[src/hdl/bdm_pkg.sv]
package bdm_pkg;

   // ----------------------------------------------------------------
   // geometry
   // ----------------------------------------------------------------
   localparam int          BDM_BANKS       = 32;
   localparam int          BDM_BANK_BYTES  = 128;
   localparam int          BDM_ADDR_W      = 12;
   localparam int          BDM_BANK_W      = 5;
   localparam int          BDM_OFS_W       = 7;
   localparam int          BDM_CORE_REGS   = 12;
   localparam int          BDM_SFR_SLOTS   = 20;
   localparam int          BDM_GPR_BYTES   = 80;
   localparam int          BDM_COMMON_BYTES = 16;

   // ----------------------------------------------------------------
   // in-bank offsets
   // ----------------------------------------------------------------
   localparam logic [6:0]  BDM_OFS_IND0    = 7'h00;
   localparam logic [6:0]  BDM_OFS_IND1    = 7'h01;
   localparam logic [6:0]  BDM_OFS_PCL     = 7'h02;
   localparam logic [6:0]  BDM_OFS_FLAGS   = 7'h03;
   localparam logic [6:0]  BDM_OFS_P0L     = 7'h04;
   localparam logic [6:0]  BDM_OFS_P0H     = 7'h05;
   localparam logic [6:0]  BDM_OFS_P1L     = 7'h06;
   localparam logic [6:0]  BDM_OFS_P1H     = 7'h07;
   localparam logic [6:0]  BDM_OFS_BANK    = 7'h08;
   localparam logic [6:0]  BDM_OFS_WORKING_ACCUMULATOR    = 7'h09;
   localparam logic [6:0]  BDM_OFS_PROGRAM_COUNTER_HIGH_LATCH  = 7'h0a;
   localparam logic [6:0]  BDM_OFS_INTCTL  = 7'h0b;
   localparam logic [6:0]  BDM_OFS_SFR_LO  = 7'h0c;
   localparam logic [6:0]  BDM_OFS_GPR_LO  = 7'h20;
   localparam logic [6:0]  BDM_OFS_CMN_LO  = 7'h70;

   // ----------------------------------------------------------------
   // flag register fields and reset values
   // ----------------------------------------------------------------
   localparam int          BDM_FLG_C       = 0;
   localparam int          BDM_FLG_DC      = 1;
   localparam int          BDM_FLG_Z       = 2;
   localparam int          BDM_FLG_PD      = 3;
   localparam int          BDM_FLG_TO      = 4;
   localparam logic [7:0]  BDM_FLG_ALU_MSK = 8'h07;
   localparam logic [7:0]  BDM_FLG_RST_MSK = 8'h18;
   localparam logic [7:0]  BDM_FLG_UP_MSK  = 8'he0;
   localparam logic [7:0]  BDM_FLAGS_RST   = 8'h18;
   localparam logic [7:0]  BDM_REG_RST     = 8'h00;
   localparam int          BDM_GPR_BANKS   = 4;

   // ----------------------------------------------------------------
   // access from the core
   // ----------------------------------------------------------------
   typedef enum logic [2:0] {
      BDM_MODE_DIRECT = 3'b001,
      BDM_MODE_PTR0   = 3'b010,
      BDM_MODE_PTR1   = 3'b100
   } bdm_mode_e;

   typedef struct packed {
      logic        rd;
      logic        wr;
      bdm_mode_e   mode;
      logic [6:0]  ofs;
      logic [7:0]  wdata;
      logic        clr_file;
      logic        alu_flags;
      logic [2:0]  alu_zdc_c;
   } bdm_req_s;

   typedef struct packed {
      logic [11:0] addr;
      logic        is_core;
      logic        is_gpr;
      logic        is_common;
      logic [6:0]  ofs;
   } bdm_dec_s;

endpackage

[src/hdl/bdm_addr_dec.sv]
`timescale 1ns/1ps
module bdm_addr_dec
   import bdm_pkg::*;
(
   // address in
   input  wire logic [11:0] addr_i,
   // decoded fields
   output bdm_dec_s         dec_o
);

   always_comb begin
      dec_o           = '0;
      dec_o.addr      = addr_i;
      dec_o.ofs       = addr_i[BDM_OFS_W-1:0];
      dec_o.is_core   = (addr_i[6:0] < BDM_OFS_SFR_LO);
      dec_o.is_common = (addr_i[6:0] >= BDM_OFS_CMN_LO);
      // banked ram only in low banks
      dec_o.is_gpr    = (addr_i[6:0] >= BDM_OFS_GPR_LO) && !dec_o.is_common
                        && (addr_i[11:7] < 5'(BDM_GPR_BANKS));
   end

endmodule

[src/hdl/bdm_flags.sv]
`timescale 1ns/1ps
module bdm_flags
   import bdm_pkg::*;
(
   // clock and reset
   input  wire logic       core_clk_i,
   input  wire logic       resetn_i,
   // update controls
   input  wire logic       wr_i,
   input  wire logic [7:0] wdata_i,
   input  wire logic       clr_file_i,
   input  wire logic       alu_upd_i,
   input  wire logic [2:0] alu_zdc_c_i,
   input  wire logic       rst_upd_i,
   input  wire logic [1:0] rst_to_pd_i,
   // flag value
   output logic      [7:0] flags_o
);

   logic [7:0] flags_nxt;

   // merge write, alu and reset-status sources
   always_comb begin
      flags_nxt = flags_o;
      if (wr_i) begin
         flags_nxt = (wdata_i & ~BDM_FLG_RST_MSK) | (flags_o & BDM_FLG_RST_MSK);
      end
      // clear file clears top, sets zero
      if (clr_file_i) begin
         flags_nxt = (flags_o & ~BDM_FLG_UP_MSK);
         flags_nxt[BDM_FLG_Z] = 1'b1;
      end
      // carry bits carry borrow in subtract
      if (alu_upd_i && !clr_file_i) begin
         flags_nxt[BDM_FLG_Z]  = alu_zdc_c_i[2];
         flags_nxt[BDM_FLG_DC] = alu_zdc_c_i[1];
         flags_nxt[BDM_FLG_C]  = alu_zdc_c_i[0];
      end
      if (rst_upd_i) begin
         flags_nxt[BDM_FLG_TO] = rst_to_pd_i[1];
         flags_nxt[BDM_FLG_PD] = rst_to_pd_i[0];
      end
   end

   // flag storage
   always_ff @(posedge core_clk_i or negedge resetn_i) begin
      if (!resetn_i) begin
         flags_o <= BDM_FLAGS_RST;
      end else begin
         flags_o <= flags_nxt;
      end
   end

endmodule

[src/hdl/bdm_core.sv]
`timescale 1ns/1ps
module bdm_core
   import bdm_pkg::*;
(
   // clock and reset
   input  wire logic       core_clk_i,
   input  wire logic       resetn_i,
   // core request
   input  bdm_req_s        req_i,
   // reset status capture
   input  wire logic       rst_upd_i,
   input  wire logic [1:0] rst_to_pd_i,
   // special function window
   input  wire logic [7:0] sfr_rdata_i,
   output logic            sfr_wr_o,
   output logic            sfr_rd_o,
   output logic      [11:0] sfr_addr_o,
   output logic      [7:0] sfr_wdata_o,
   // answer
   output logic      [7:0] rdata_o,
   output logic            rvalid_o,
   output logic      [7:0] bank_o,
   output logic      [7:0] working_accumulator_o,
   output logic      [7:0] flags_o
);

   // ----------------------------------------------------------------
   // in-bank map, same in all thirty-two banks
   // ----------------------------------------------------------------
   // 0x00..0x0b  core registers, shared by every bank
   //             0x00/0x01 indirect ports, nothing stored there
   //             0x02 program counter low
   //             0x03 alu and reset flags, kept in bdm_flags
   //             0x04..0x07 two sixteen-bit pointers, low byte first
   //             0x08 bank selector, five live bits
   //             0x09 working accumulator
   //             0x0a program counter high latch, seven live bits
   //             0x0b interrupt control, a plain byte here
   // 0x0c..0x1f  special function window, passed to the peripherals
   // 0x20..0x6f  general purpose ram, backed in the low banks only
   // 0x70..0x7f  common ram, one physical copy for all banks
   //
   // full address is bank in bits 11:7, offset in bits 6:0
   // pointers reach the same map through their low twelve bits

   // ----------------------------------------------------------------
   // limits a user must know
   // ----------------------------------------------------------------
   // one request per cycle; rd, wr and clear file are pulses
   // a read in the same cycle as a write sees the old contents
   // ram holds no reset value, so software must set it before use
   // timeout and powerdown move only on reset-status updates
   // bank selector keeps five bits, the upper three read as zero
   // high latch keeps seven bits, bit seven reads as zero
   // window strobes trail the request by one cycle
   // peripheral read data is taken in the request cycle itself

   // ----------------------------------------------------------------
   // storage
   // ----------------------------------------------------------------
   // pointers kept as byte pairs so each half is a plain register
   // backed ram: four banks of 80 bytes; common ram: 16 bytes
   logic [7:0]  pcl_r;
   logic [7:0]  ptr0_r [2];
   logic [7:0]  ptr1_r [2];
   logic [7:0]  bank_r;
   logic [7:0]  working_accumulator_r;
   logic [7:0]  program_counter_high_latch_r;
   logic [7:0]  intctl_r;
   logic [7:0]  gpr_mem [BDM_GPR_BANKS*BDM_GPR_BYTES];
   logic [7:0]  cmn_mem [BDM_COMMON_BYTES];
   logic [7:0]  flags_w;

   // ----------------------------------------------------------------
   // address formation
   // ----------------------------------------------------------------
   logic [11:0] addr;
   logic [15:0] ptr_sel;
   bdm_dec_s    dec;
   logic        acc;
   logic        wr_hit;
   logic        flag_wr;
   logic        flag_clr;
   logic [8:0]  gpr_idx;
   logic [3:0]  cmn_idx;
   logic        ptr_via_ind;

   // direct mode: bank selector in bits 11:7, operand in bits 6:0
   // pointer modes: low twelve pointer bits taken as they stand,
   // the bank selector plays no part; the upper four bits are kept
   // for software but never decoded here
   // pick direct or pointer path
   always_comb begin
      ptr_sel = 16'h0000;
      unique case (req_i.mode)
         BDM_MODE_PTR0: ptr_sel = {ptr0_r[1], ptr0_r[0]};
         BDM_MODE_PTR1: ptr_sel = {ptr1_r[1], ptr1_r[0]};
         BDM_MODE_DIRECT: ptr_sel = 16'h0000;
         default: ptr_sel = 16'h0000;
      endcase
      if (req_i.mode == BDM_MODE_DIRECT) begin
         addr = {bank_r[BDM_BANK_W-1:0], req_i.ofs};
      end else begin
         addr = ptr_sel[11:0];
      end
   end

   bdm_addr_dec u_dec (
      .addr_i (addr),
      .dec_o  (dec)
   );

   assign acc         = req_i.rd | req_i.wr | req_i.clr_file;
   assign wr_hit      = req_i.wr | req_i.clr_file;
   // pointer landing on an indirect port is not followed again
   assign ptr_via_ind = dec.is_core && (dec.ofs == BDM_OFS_IND0 || dec.ofs == BDM_OFS_IND1);
   assign flag_wr     = req_i.wr && !req_i.clr_file && dec.is_core && dec.ofs == BDM_OFS_FLAGS;
   assign flag_clr    = req_i.clr_file && dec.is_core && dec.ofs == BDM_OFS_FLAGS;
   // the four backed banks are packed densely, 80 bytes apart, so no
   // storage is spent on core, window or common offsets; nine bits
   // cover the 320 entries, larger indices are never used
   // bank times the 80 backed ram bytes per bank
   assign gpr_idx     = 9'(dec.addr[11:7] * BDM_GPR_BYTES)
                        + 9'(dec.ofs - BDM_OFS_GPR_LO);
   assign cmn_idx     = dec.ofs[3:0];

   // ----------------------------------------------------------------
   // flag register
   // ----------------------------------------------------------------
   // flag merging lives in its own module so the write rules stay in
   // one place; alu and reset-status inputs bypass the address decode
   // flags_w is the live value, flags_o trails it by one cycle
   bdm_flags u_flags (
      .core_clk_i  (core_clk_i),
      .resetn_i    (resetn_i),
      .wr_i        (flag_wr),
      .wdata_i     (req_i.wdata),
      .clr_file_i  (flag_clr),
      .alu_upd_i   (req_i.alu_flags),
      .alu_zdc_c_i (req_i.alu_zdc_c),
      .rst_upd_i   (rst_upd_i),
      .rst_to_pd_i (rst_to_pd_i),
      .flags_o     (flags_w)
   );

   // ----------------------------------------------------------------
   // core register writes
   // ----------------------------------------------------------------
   // writes land on the edge that samples the request
   // clear file writes zero to any target; the flags take their own
   // clear-file rule inside bdm_flags instead
   logic [7:0] wval;
   assign wval = req_i.clr_file ? BDM_REG_RST : req_i.wdata;

   always_ff @(posedge core_clk_i or negedge resetn_i) begin
      if (!resetn_i) begin
         pcl_r     <= BDM_REG_RST;
         ptr0_r[0] <= BDM_REG_RST;
         ptr0_r[1] <= BDM_REG_RST;
         ptr1_r[0] <= BDM_REG_RST;
         ptr1_r[1] <= BDM_REG_RST;
         bank_r    <= BDM_REG_RST;
         working_accumulator_r    <= BDM_REG_RST;
         program_counter_high_latch_r  <= BDM_REG_RST;
         intctl_r  <= BDM_REG_RST;
      end else if (wr_hit && dec.is_core) begin
         unique case (dec.ofs)
            BDM_OFS_PCL:    pcl_r     <= wval;
            BDM_OFS_P0L:    ptr0_r[0] <= wval;
            BDM_OFS_P0H:    ptr0_r[1] <= wval;
            BDM_OFS_P1L:    ptr1_r[0] <= wval;
            BDM_OFS_P1H:    ptr1_r[1] <= wval;
            // only five bank bits exist
            BDM_OFS_BANK:   bank_r    <= {3'h0, wval[4:0]};
            BDM_OFS_WORKING_ACCUMULATOR:   working_accumulator_r    <= wval;
            BDM_OFS_PROGRAM_COUNTER_HIGH_LATCH: program_counter_high_latch_r  <= {1'b0, wval[6:0]};
            BDM_OFS_INTCTL: intctl_r  <= wval;
            default: ;
         endcase
      end
   end

   // ----------------------------------------------------------------
   // ram writes
   // ----------------------------------------------------------------
   // ram carries no reset; contents are undefined at power-up
   // banks four and up have no backing ram: writes there vanish and
   // reads fall through to zero in the read mux
   always_ff @(posedge core_clk_i) begin
      if (wr_hit && dec.is_gpr) begin
         gpr_mem[gpr_idx] <= wval;
      end
   end

   // one physical copy for all banks
   always_ff @(posedge core_clk_i) begin
      if (wr_hit && dec.is_common) begin
         cmn_mem[cmn_idx] <= wval;
      end
   end

   // ----------------------------------------------------------------
   // read mux
   // ----------------------------------------------------------------
   logic [7:0] rd_nxt;
   logic       sfr_hit;
   assign sfr_hit = !dec.is_core && !dec.is_gpr && !dec.is_common
                    && dec.ofs < BDM_OFS_GPR_LO;

   // priority: core, banked ram, common ram, peripheral window
   // the window answers combinationally, so the peripheral side must
   // hold its data stable for the whole request cycle
   // a pointer aimed at an indirect port would loop, so it reads zero;
   // unlisted core offsets fall to the default zero as well
   // holes and indirect self-loops read zero
   always_comb begin
      rd_nxt = 8'h00;
      if (dec.is_core) begin
         unique case (dec.ofs)
            BDM_OFS_PCL:    rd_nxt = pcl_r;
            BDM_OFS_FLAGS:  rd_nxt = flags_w;
            BDM_OFS_P0L:    rd_nxt = ptr0_r[0];
            BDM_OFS_P0H:    rd_nxt = ptr0_r[1];
            BDM_OFS_P1L:    rd_nxt = ptr1_r[0];
            BDM_OFS_P1H:    rd_nxt = ptr1_r[1];
            BDM_OFS_BANK:   rd_nxt = bank_r;
            BDM_OFS_WORKING_ACCUMULATOR:   rd_nxt = working_accumulator_r;
            BDM_OFS_PROGRAM_COUNTER_HIGH_LATCH: rd_nxt = program_counter_high_latch_r;
            BDM_OFS_INTCTL: rd_nxt = intctl_r;
            default:        rd_nxt = 8'h00;
         endcase
      end else if (dec.is_gpr) begin
         rd_nxt = gpr_mem[gpr_idx];
      end else if (dec.is_common) begin
         rd_nxt = cmn_mem[cmn_idx];
      end else if (sfr_hit) begin
         rd_nxt = sfr_rdata_i;
      end
      if (ptr_via_ind) begin
         rd_nxt = 8'h00;
      end
   end

   // every output is a flop, so the mirrors trail internal state by
   // one cycle; rdata holds its last value until the next read
   // registered answer and mirrors
   always_ff @(posedge core_clk_i or negedge resetn_i) begin
      if (!resetn_i) begin
         rdata_o  <= 8'h00;
         rvalid_o <= 1'b0;
         bank_o   <= BDM_REG_RST;
         working_accumulator_o   <= BDM_REG_RST;
         flags_o  <= BDM_FLAGS_RST;
      end else begin
         rvalid_o <= req_i.rd;
         if (req_i.rd) begin
            rdata_o <= rd_nxt;
         end
         bank_o  <= bank_r;
         working_accumulator_o  <= working_accumulator_r;
         flags_o <= flags_w;
      end
   end

   // address and data flop every cycle and only the strobes qualify
   // them, which keeps the enable logic off the wide paths
   // special function strobes, registered
   always_ff @(posedge core_clk_i or negedge resetn_i) begin
      if (!resetn_i) begin
         sfr_wr_o    <= 1'b0;
         sfr_rd_o    <= 1'b0;
         sfr_addr_o  <= 12'h000;
         sfr_wdata_o <= 8'h00;
      end else begin
         sfr_wr_o    <= acc && wr_hit && sfr_hit;
         sfr_rd_o    <= req_i.rd && sfr_hit;
         sfr_addr_o  <= dec.addr;
         sfr_wdata_o <= wval;
      end
   end

endmodule

[config.mk]
export PLATFORM = sky130hd
export DESIGN_NAME = bdm_core
export DESIGN_NICKNAME = d
export VERILOG_FILES = /design/src/hdl/bdm_pkg.sv /design/src/hdl/bdm_addr_dec.sv /design/src/hdl/bdm_flags.sv /design/src/hdl/bdm_core.sv
export SDC_FILE = /design/constraint.sdc
export NUM_CORES = 2
export LEC_CHECK = 0
export BUFFER_PORTS_ARGS = -buffer_cell sky130_fd_sc_hd__buf_2
export CORE_ASPECT_RATIO = 1.4
export CORE_MARGIN = 3
export CORE_UTILIZATION = 45
export CTS_CLUSTER_SIZE = 10
export DETAILED_ROUTE_END_ITERATION = 10
export MAX_ROUTING_LAYER = met4
export PLACE_DENSITY = 0.69
export RECOVER_POWER = 100
export SLEW_MARGIN = 40
export SYNTH_ARGS = -nofsm -noshare
export SYNTH_HDL_FRONTEND = slang
export SYNTH_SLANG_ARGS = --single-unit
[constraint.sdc]
create_clock -name core_clk_i -period 5.6 [get_ports core_clk_i]
set_input_delay 1.12 -clock core_clk_i [delete_from_list [all_inputs] [get_ports core_clk_i]]
set_output_delay 1.12 -clock core_clk_i [all_outputs]
set_load 0.02 [all_outputs]
==> flow_summary.ini <==
[outcome]
outcome = finished, violations left
failed_checks = max-capacitance violations, max-slew violations

[grt]
gr-total-overflow = 0
number_of_global_route_vias_before_repair = 75444
maximum_number_of_pins_on_one_net_before_global_route_repair = 166
grt.total_usage_pct = 31.76
antenna_found_initial = 33
grt_first_pass_wirelength_um = 565700

[timing]
worst_hold_slack_ps = 404.1
worst-slew-pin-transition_ps = 4150
final_setup_fails = 0
final_max_slew_viol_count = 2714
finalClockSkew_ps = 60.76
min_period_ps = 5438
period_utilization_post_route_pct = 97.11
finalHoldViolations = 0
grt_setup_unrepaired = no
setup_total_negative_slack_ps = 0
fmax_ghz = 0.1839
slew-limit-headroom_pct = -176.7

[power_and_ir_drop]
max-vdd-ir-drop_uv = 212.9
pwr_density_cell_nw_per_um2 = 367.0
leakage_uw = 0.04393

[critical_path]
critical_path.endpoint = gpr_mem[255][3]
critical-path-slowest-cell = sky130_fd_sc_hd__clkbuf_2
cp_common_cell = sky130_fd_sc_hd__buf_4
crit_buf_inv = 10
timing.critical_path.cells = clkbuf_1 -> buf_4 -> buf_4 -> and4bb_1 -> nor3_4 -> inv_6 -> buf_12 -> buf_4 -> nand2_1 -> buf_4 -> nor4_1 -> buf_4 -> nand2_1 -> clkbuf_2 -> nor2_1 -> clkbuf_1
path_delay_family = buffers and inverters
crit_start = req_i[22]
crit_fanout = 23
crit_type = input port to flop
crit_cells = 16
maximum_single_stage_delay_on_the_critical_path_ps = 960
critPathCaptureType = flop
worstReg2RegStart = ptr0_r[9]
worst_r2r_endpoint = gpr_mem[162][6]
reg2reg_depth = 12
setup_slack_reg_to_reg_ps = 510
critical_path_arrival_ps = 5900
startpoint_type = input port
cp.required_ps = 6060

[route]
dr_total_vias = 77735
final_routed_drc_violation_total = 0
drtIter0Drc = 11294
routed-wl-met2_um = 186400
met1Wirelength_um = 137100
wl_met3_um = 43470
antenna_left = 0
maxUsedRoutingLayer = met4
post_drt_wl_per_cell_um = 32.70
dr.pass1.iters = 8
viasPerCell = 6.293
detail_route.wirelength_um = 403900

[logic_synthesis]
post_synth_inst_count = 8131
synth.avg_cell_area_um2 = 13.89
synth_warnings = 0
synth_edf_count = 2688
yosys.cell_types.count = 93
ys.flop_type = sky130_fd_sc_hd__edfxtp_1
synth_seq_cells = 2816
netlist_area_um2 = 112900
synth_seq_area_share_pct = 74.33
async_flop_share_pct = 4.545

[layout]
layout_overhead_on_the_synthesized_area_pct = 15.78
final_design_area_no_fill_um2 = 130700
final_net_count = 8987
layout-drive-gt1-share_pct = 12.79

[clocking]
cts_hold_repair.buffers = 0
htree_levels = 5
postCtsSetupBuffers = 0
clkLatencyLatePin_ps = 910
numCtsBuffers = 326
cts-root-to-sink-buffers = 4
cts_root_buffer = sky130_fd_sc_hd__clkbuf_16
cts_tree = built
clk_pin_slew_worst_paths_ps = 60
cts_repair_resize_count = 0
cts.sinks = 2816

[floorplanning]
initial_core_util_pct = 45.25
die_h_um = 598.7
num_rows = 217
placeableCoreArea_um2 = 249500
design.portCount = 93
dieArea_um2 = 257100
die_w_um = 429.4

[placement]
port_buffers = 89
hpwl_um = 259100
dpl-instance-area_um2 = 123800
final_replace_weighted_congestion = 1.011

[hold_path]
min-delay-path-class = flop to flop

[job]
max_cap_violations = 35
-- synth_stat cells, types with 49 or more instances --
| cell | instances | area [um^2] |
|---|---|---|
| sky130_fd_sc_hd__a211oi_1 | 90 | 675.7 |
| sky130_fd_sc_hd__a21oi_1 | 142 | 710.7 |
| sky130_fd_sc_hd__a22oi_1 | 70 | 525.5 |
| sky130_fd_sc_hd__a311oi_1 | 86 | 753.2 |
| sky130_fd_sc_hd__a31oi_1 | 150 | 938.4 |
| sky130_fd_sc_hd__a32oi_1 | 88 | 770.7 |
| sky130_fd_sc_hd__buf_1 | 57 | 214.0 |
| sky130_fd_sc_hd__buf_2 | 270 | 1351 |
| sky130_fd_sc_hd__clkbuf_1 | 196 | 735.7 |
| sky130_fd_sc_hd__dfrtp_1 | 124 | 3103 |
| sky130_fd_sc_hd__edfxtp_1 | 2688 | 80720 |
| sky130_fd_sc_hd__mux2_2 | 87 | 979.7 |
| sky130_fd_sc_hd__mux2i_1 | 365 | 3654 |
| sky130_fd_sc_hd__nand2_1 | 1916 | 7192 |
| sky130_fd_sc_hd__nand3_1 | 680 | 3403 |
| sky130_fd_sc_hd__nand4_1 | 123 | 769.5 |
| sky130_fd_sc_hd__nor2_1 | 382 | 1434 |
| sky130_fd_sc_hd__o31a_1 | 49 | 429.2 |
-- worst register-to-register path, delay by kind of cell (launching register included) --
| kind | cells | cell delay, ps |
|---|---|---|
| AND/OR/NAND/NOR | 7 | 1940 |
| flip-flops | 1 | 440 |
| AO/OA/AOI/OAI | 1 | 240 |
| buffers and inverters | 4 | 2230 |
-- state kept, by name (all words and copies together), names as in the netlist --
register	cells
bank_o	5
bank_r	5
cmn_mem	128
flags_o	8
gpr_mem	2560
intctl_r	8
pcl_r	8
program_counter_high_latch_r	7
ptr0_r	16
ptr1_r	16
rdata_o	8
rvalid_o	1
sfr_addr_o	12
sfr_rd_o	1
sfr_wdata_o	8
sfr_wr_o	1
u_flags.flags_o	8
working_accumulator_o	8
working_accumulator_r	8
-- per-stage QoR --
stage	worst slack [ps]	utilization [%]	power (uW)	instances
after floorplan	-2139	-	26330	8133
after global placement	-886.2	49.55	29330	11888
after detailed placement	-375.5	49.60	29390	11894
after CTS	504.8	53.20	47940	12323
after global routing	128.9	52.39	48980	12343
final	161.8	52.39	47980	12352
-- worst min-delay path by stage --
| stage | cells past startpoint | startpoint | end | slack (ps) |
|---|---|---|---|---|
| after global routing | 0 | working_accumulator_r[6] | working_accumulator_o[6] | 420 |
| after global placement | 0 | u_flags.flags_o[3] | flags_o[3] | 390 |
| final | 0 | working_accumulator_r[6] | working_accumulator_o[6] | 400 |
| after detailed placement | 0 | u_flags.flags_o[3] | flags_o[3] | 390 |
| after CTS | 1 | resetn_i | sfr_wdata_o[2] | 220 |
| after floorplan | 0 | u_flags.flags_o[3] | flags_o[3] | 360 |
-- kinds of logic after synthesis --
family / synth area share, %
AOI/OAI and AO/OA: 6.061
xor gates and xnor gates: 0.09529
adders and majority gates: 0.1285
buffers and inverters: 2.391
DFF: 74.33
muxes: 4.303
other: 0.003321
and+or+nand+nor: 12.69
-- cell type report --
type | count | area [um^2]
flip-flops and latches | 2816 | 83930
multi-input cells | 4735 | 26470
inverters | 16 | 91.34
fillers | 20469 | 118800
diodes | 28 | 70.07
repair buffers | 1043 | 7089
clock buffers | 411 | 8688
clock inverters | 18 | 284.0
well taps | 3285 | 4110
-- power breakdown --
| part | internal (uW) | leakage [uW] | total [uW] | switching [uW] |
|---|---|---|---|---|
| combinational | 1560 | 0.0134 | 5700 | 4140 |
| sequential | 23300 | 0.0262 | 23400 | 160 |
| clock | 10900 | 0.00436 | 18900 | 7970 |
| total | 35700 | 0.0439 | 48000 | 12300 |
-- metal layers --
metal | GRT usage, % | up-vias
met5 | - | -
met4 | 22.88 | 0
met3 | 6.853 | 1471
met2 | 48.75 | 5402
met1 | 37.23 | 38730
li1 | - | 32132
-- cell usage in the layout (no fill, tap or decap), types with 16 or more instances in the layout --
cell type,Yosys,layout
sky130_fd_sc_hd__diode_2,0,28
sky130_fd_sc_hd__mux2i_1,365,365
sky130_fd_sc_hd__clkbuf_2,0,86
sky130_fd_sc_hd__a21oi_1,142,142
sky130_fd_sc_hd__a211oi_1,90,90
sky130_fd_sc_hd__and3_1,41,41
sky130_fd_sc_hd__a22oi_1,70,70
sky130_fd_sc_hd__nor2b_1,20,20
sky130_fd_sc_hd__nor4_1,28,28
sky130_fd_sc_hd__a221oi_1,28,28
sky130_fd_sc_hd__o31a_1,49,49
sky130_fd_sc_hd__buf_4,40,428
sky130_fd_sc_hd__nand2_1,1916,1910
sky130_fd_sc_hd__nand3_1,680,676
sky130_fd_sc_hd__edfxtp_1,2688,2688
sky130_fd_sc_hd__nor2_1,382,377
sky130_fd_sc_hd__dfrtp_1,124,124
sky130_fd_sc_hd__buf_2,270,36
sky130_fd_sc_hd__o21ai_0,45,44
sky130_fd_sc_hd__o2111ai_1,16,16
sky130_fd_sc_hd__nor3_1,45,42
sky130_fd_sc_hd__nand4_1,123,124
sky130_fd_sc_hd__a32oi_1,88,88
sky130_fd_sc_hd__buf_12,0,84
sky130_fd_sc_hd__a31oi_1,150,150
sky130_fd_sc_hd__mux2_2,87,85
sky130_fd_sc_hd__clkbuf_1,196,474
sky130_fd_sc_hd__a311oi_1,86,86
sky130_fd_sc_hd__clkbuf_16,0,335
sky130_fd_sc_hd__o22ai_1,32,32
No activity file was read; power rests on OpenSTA's default activity.
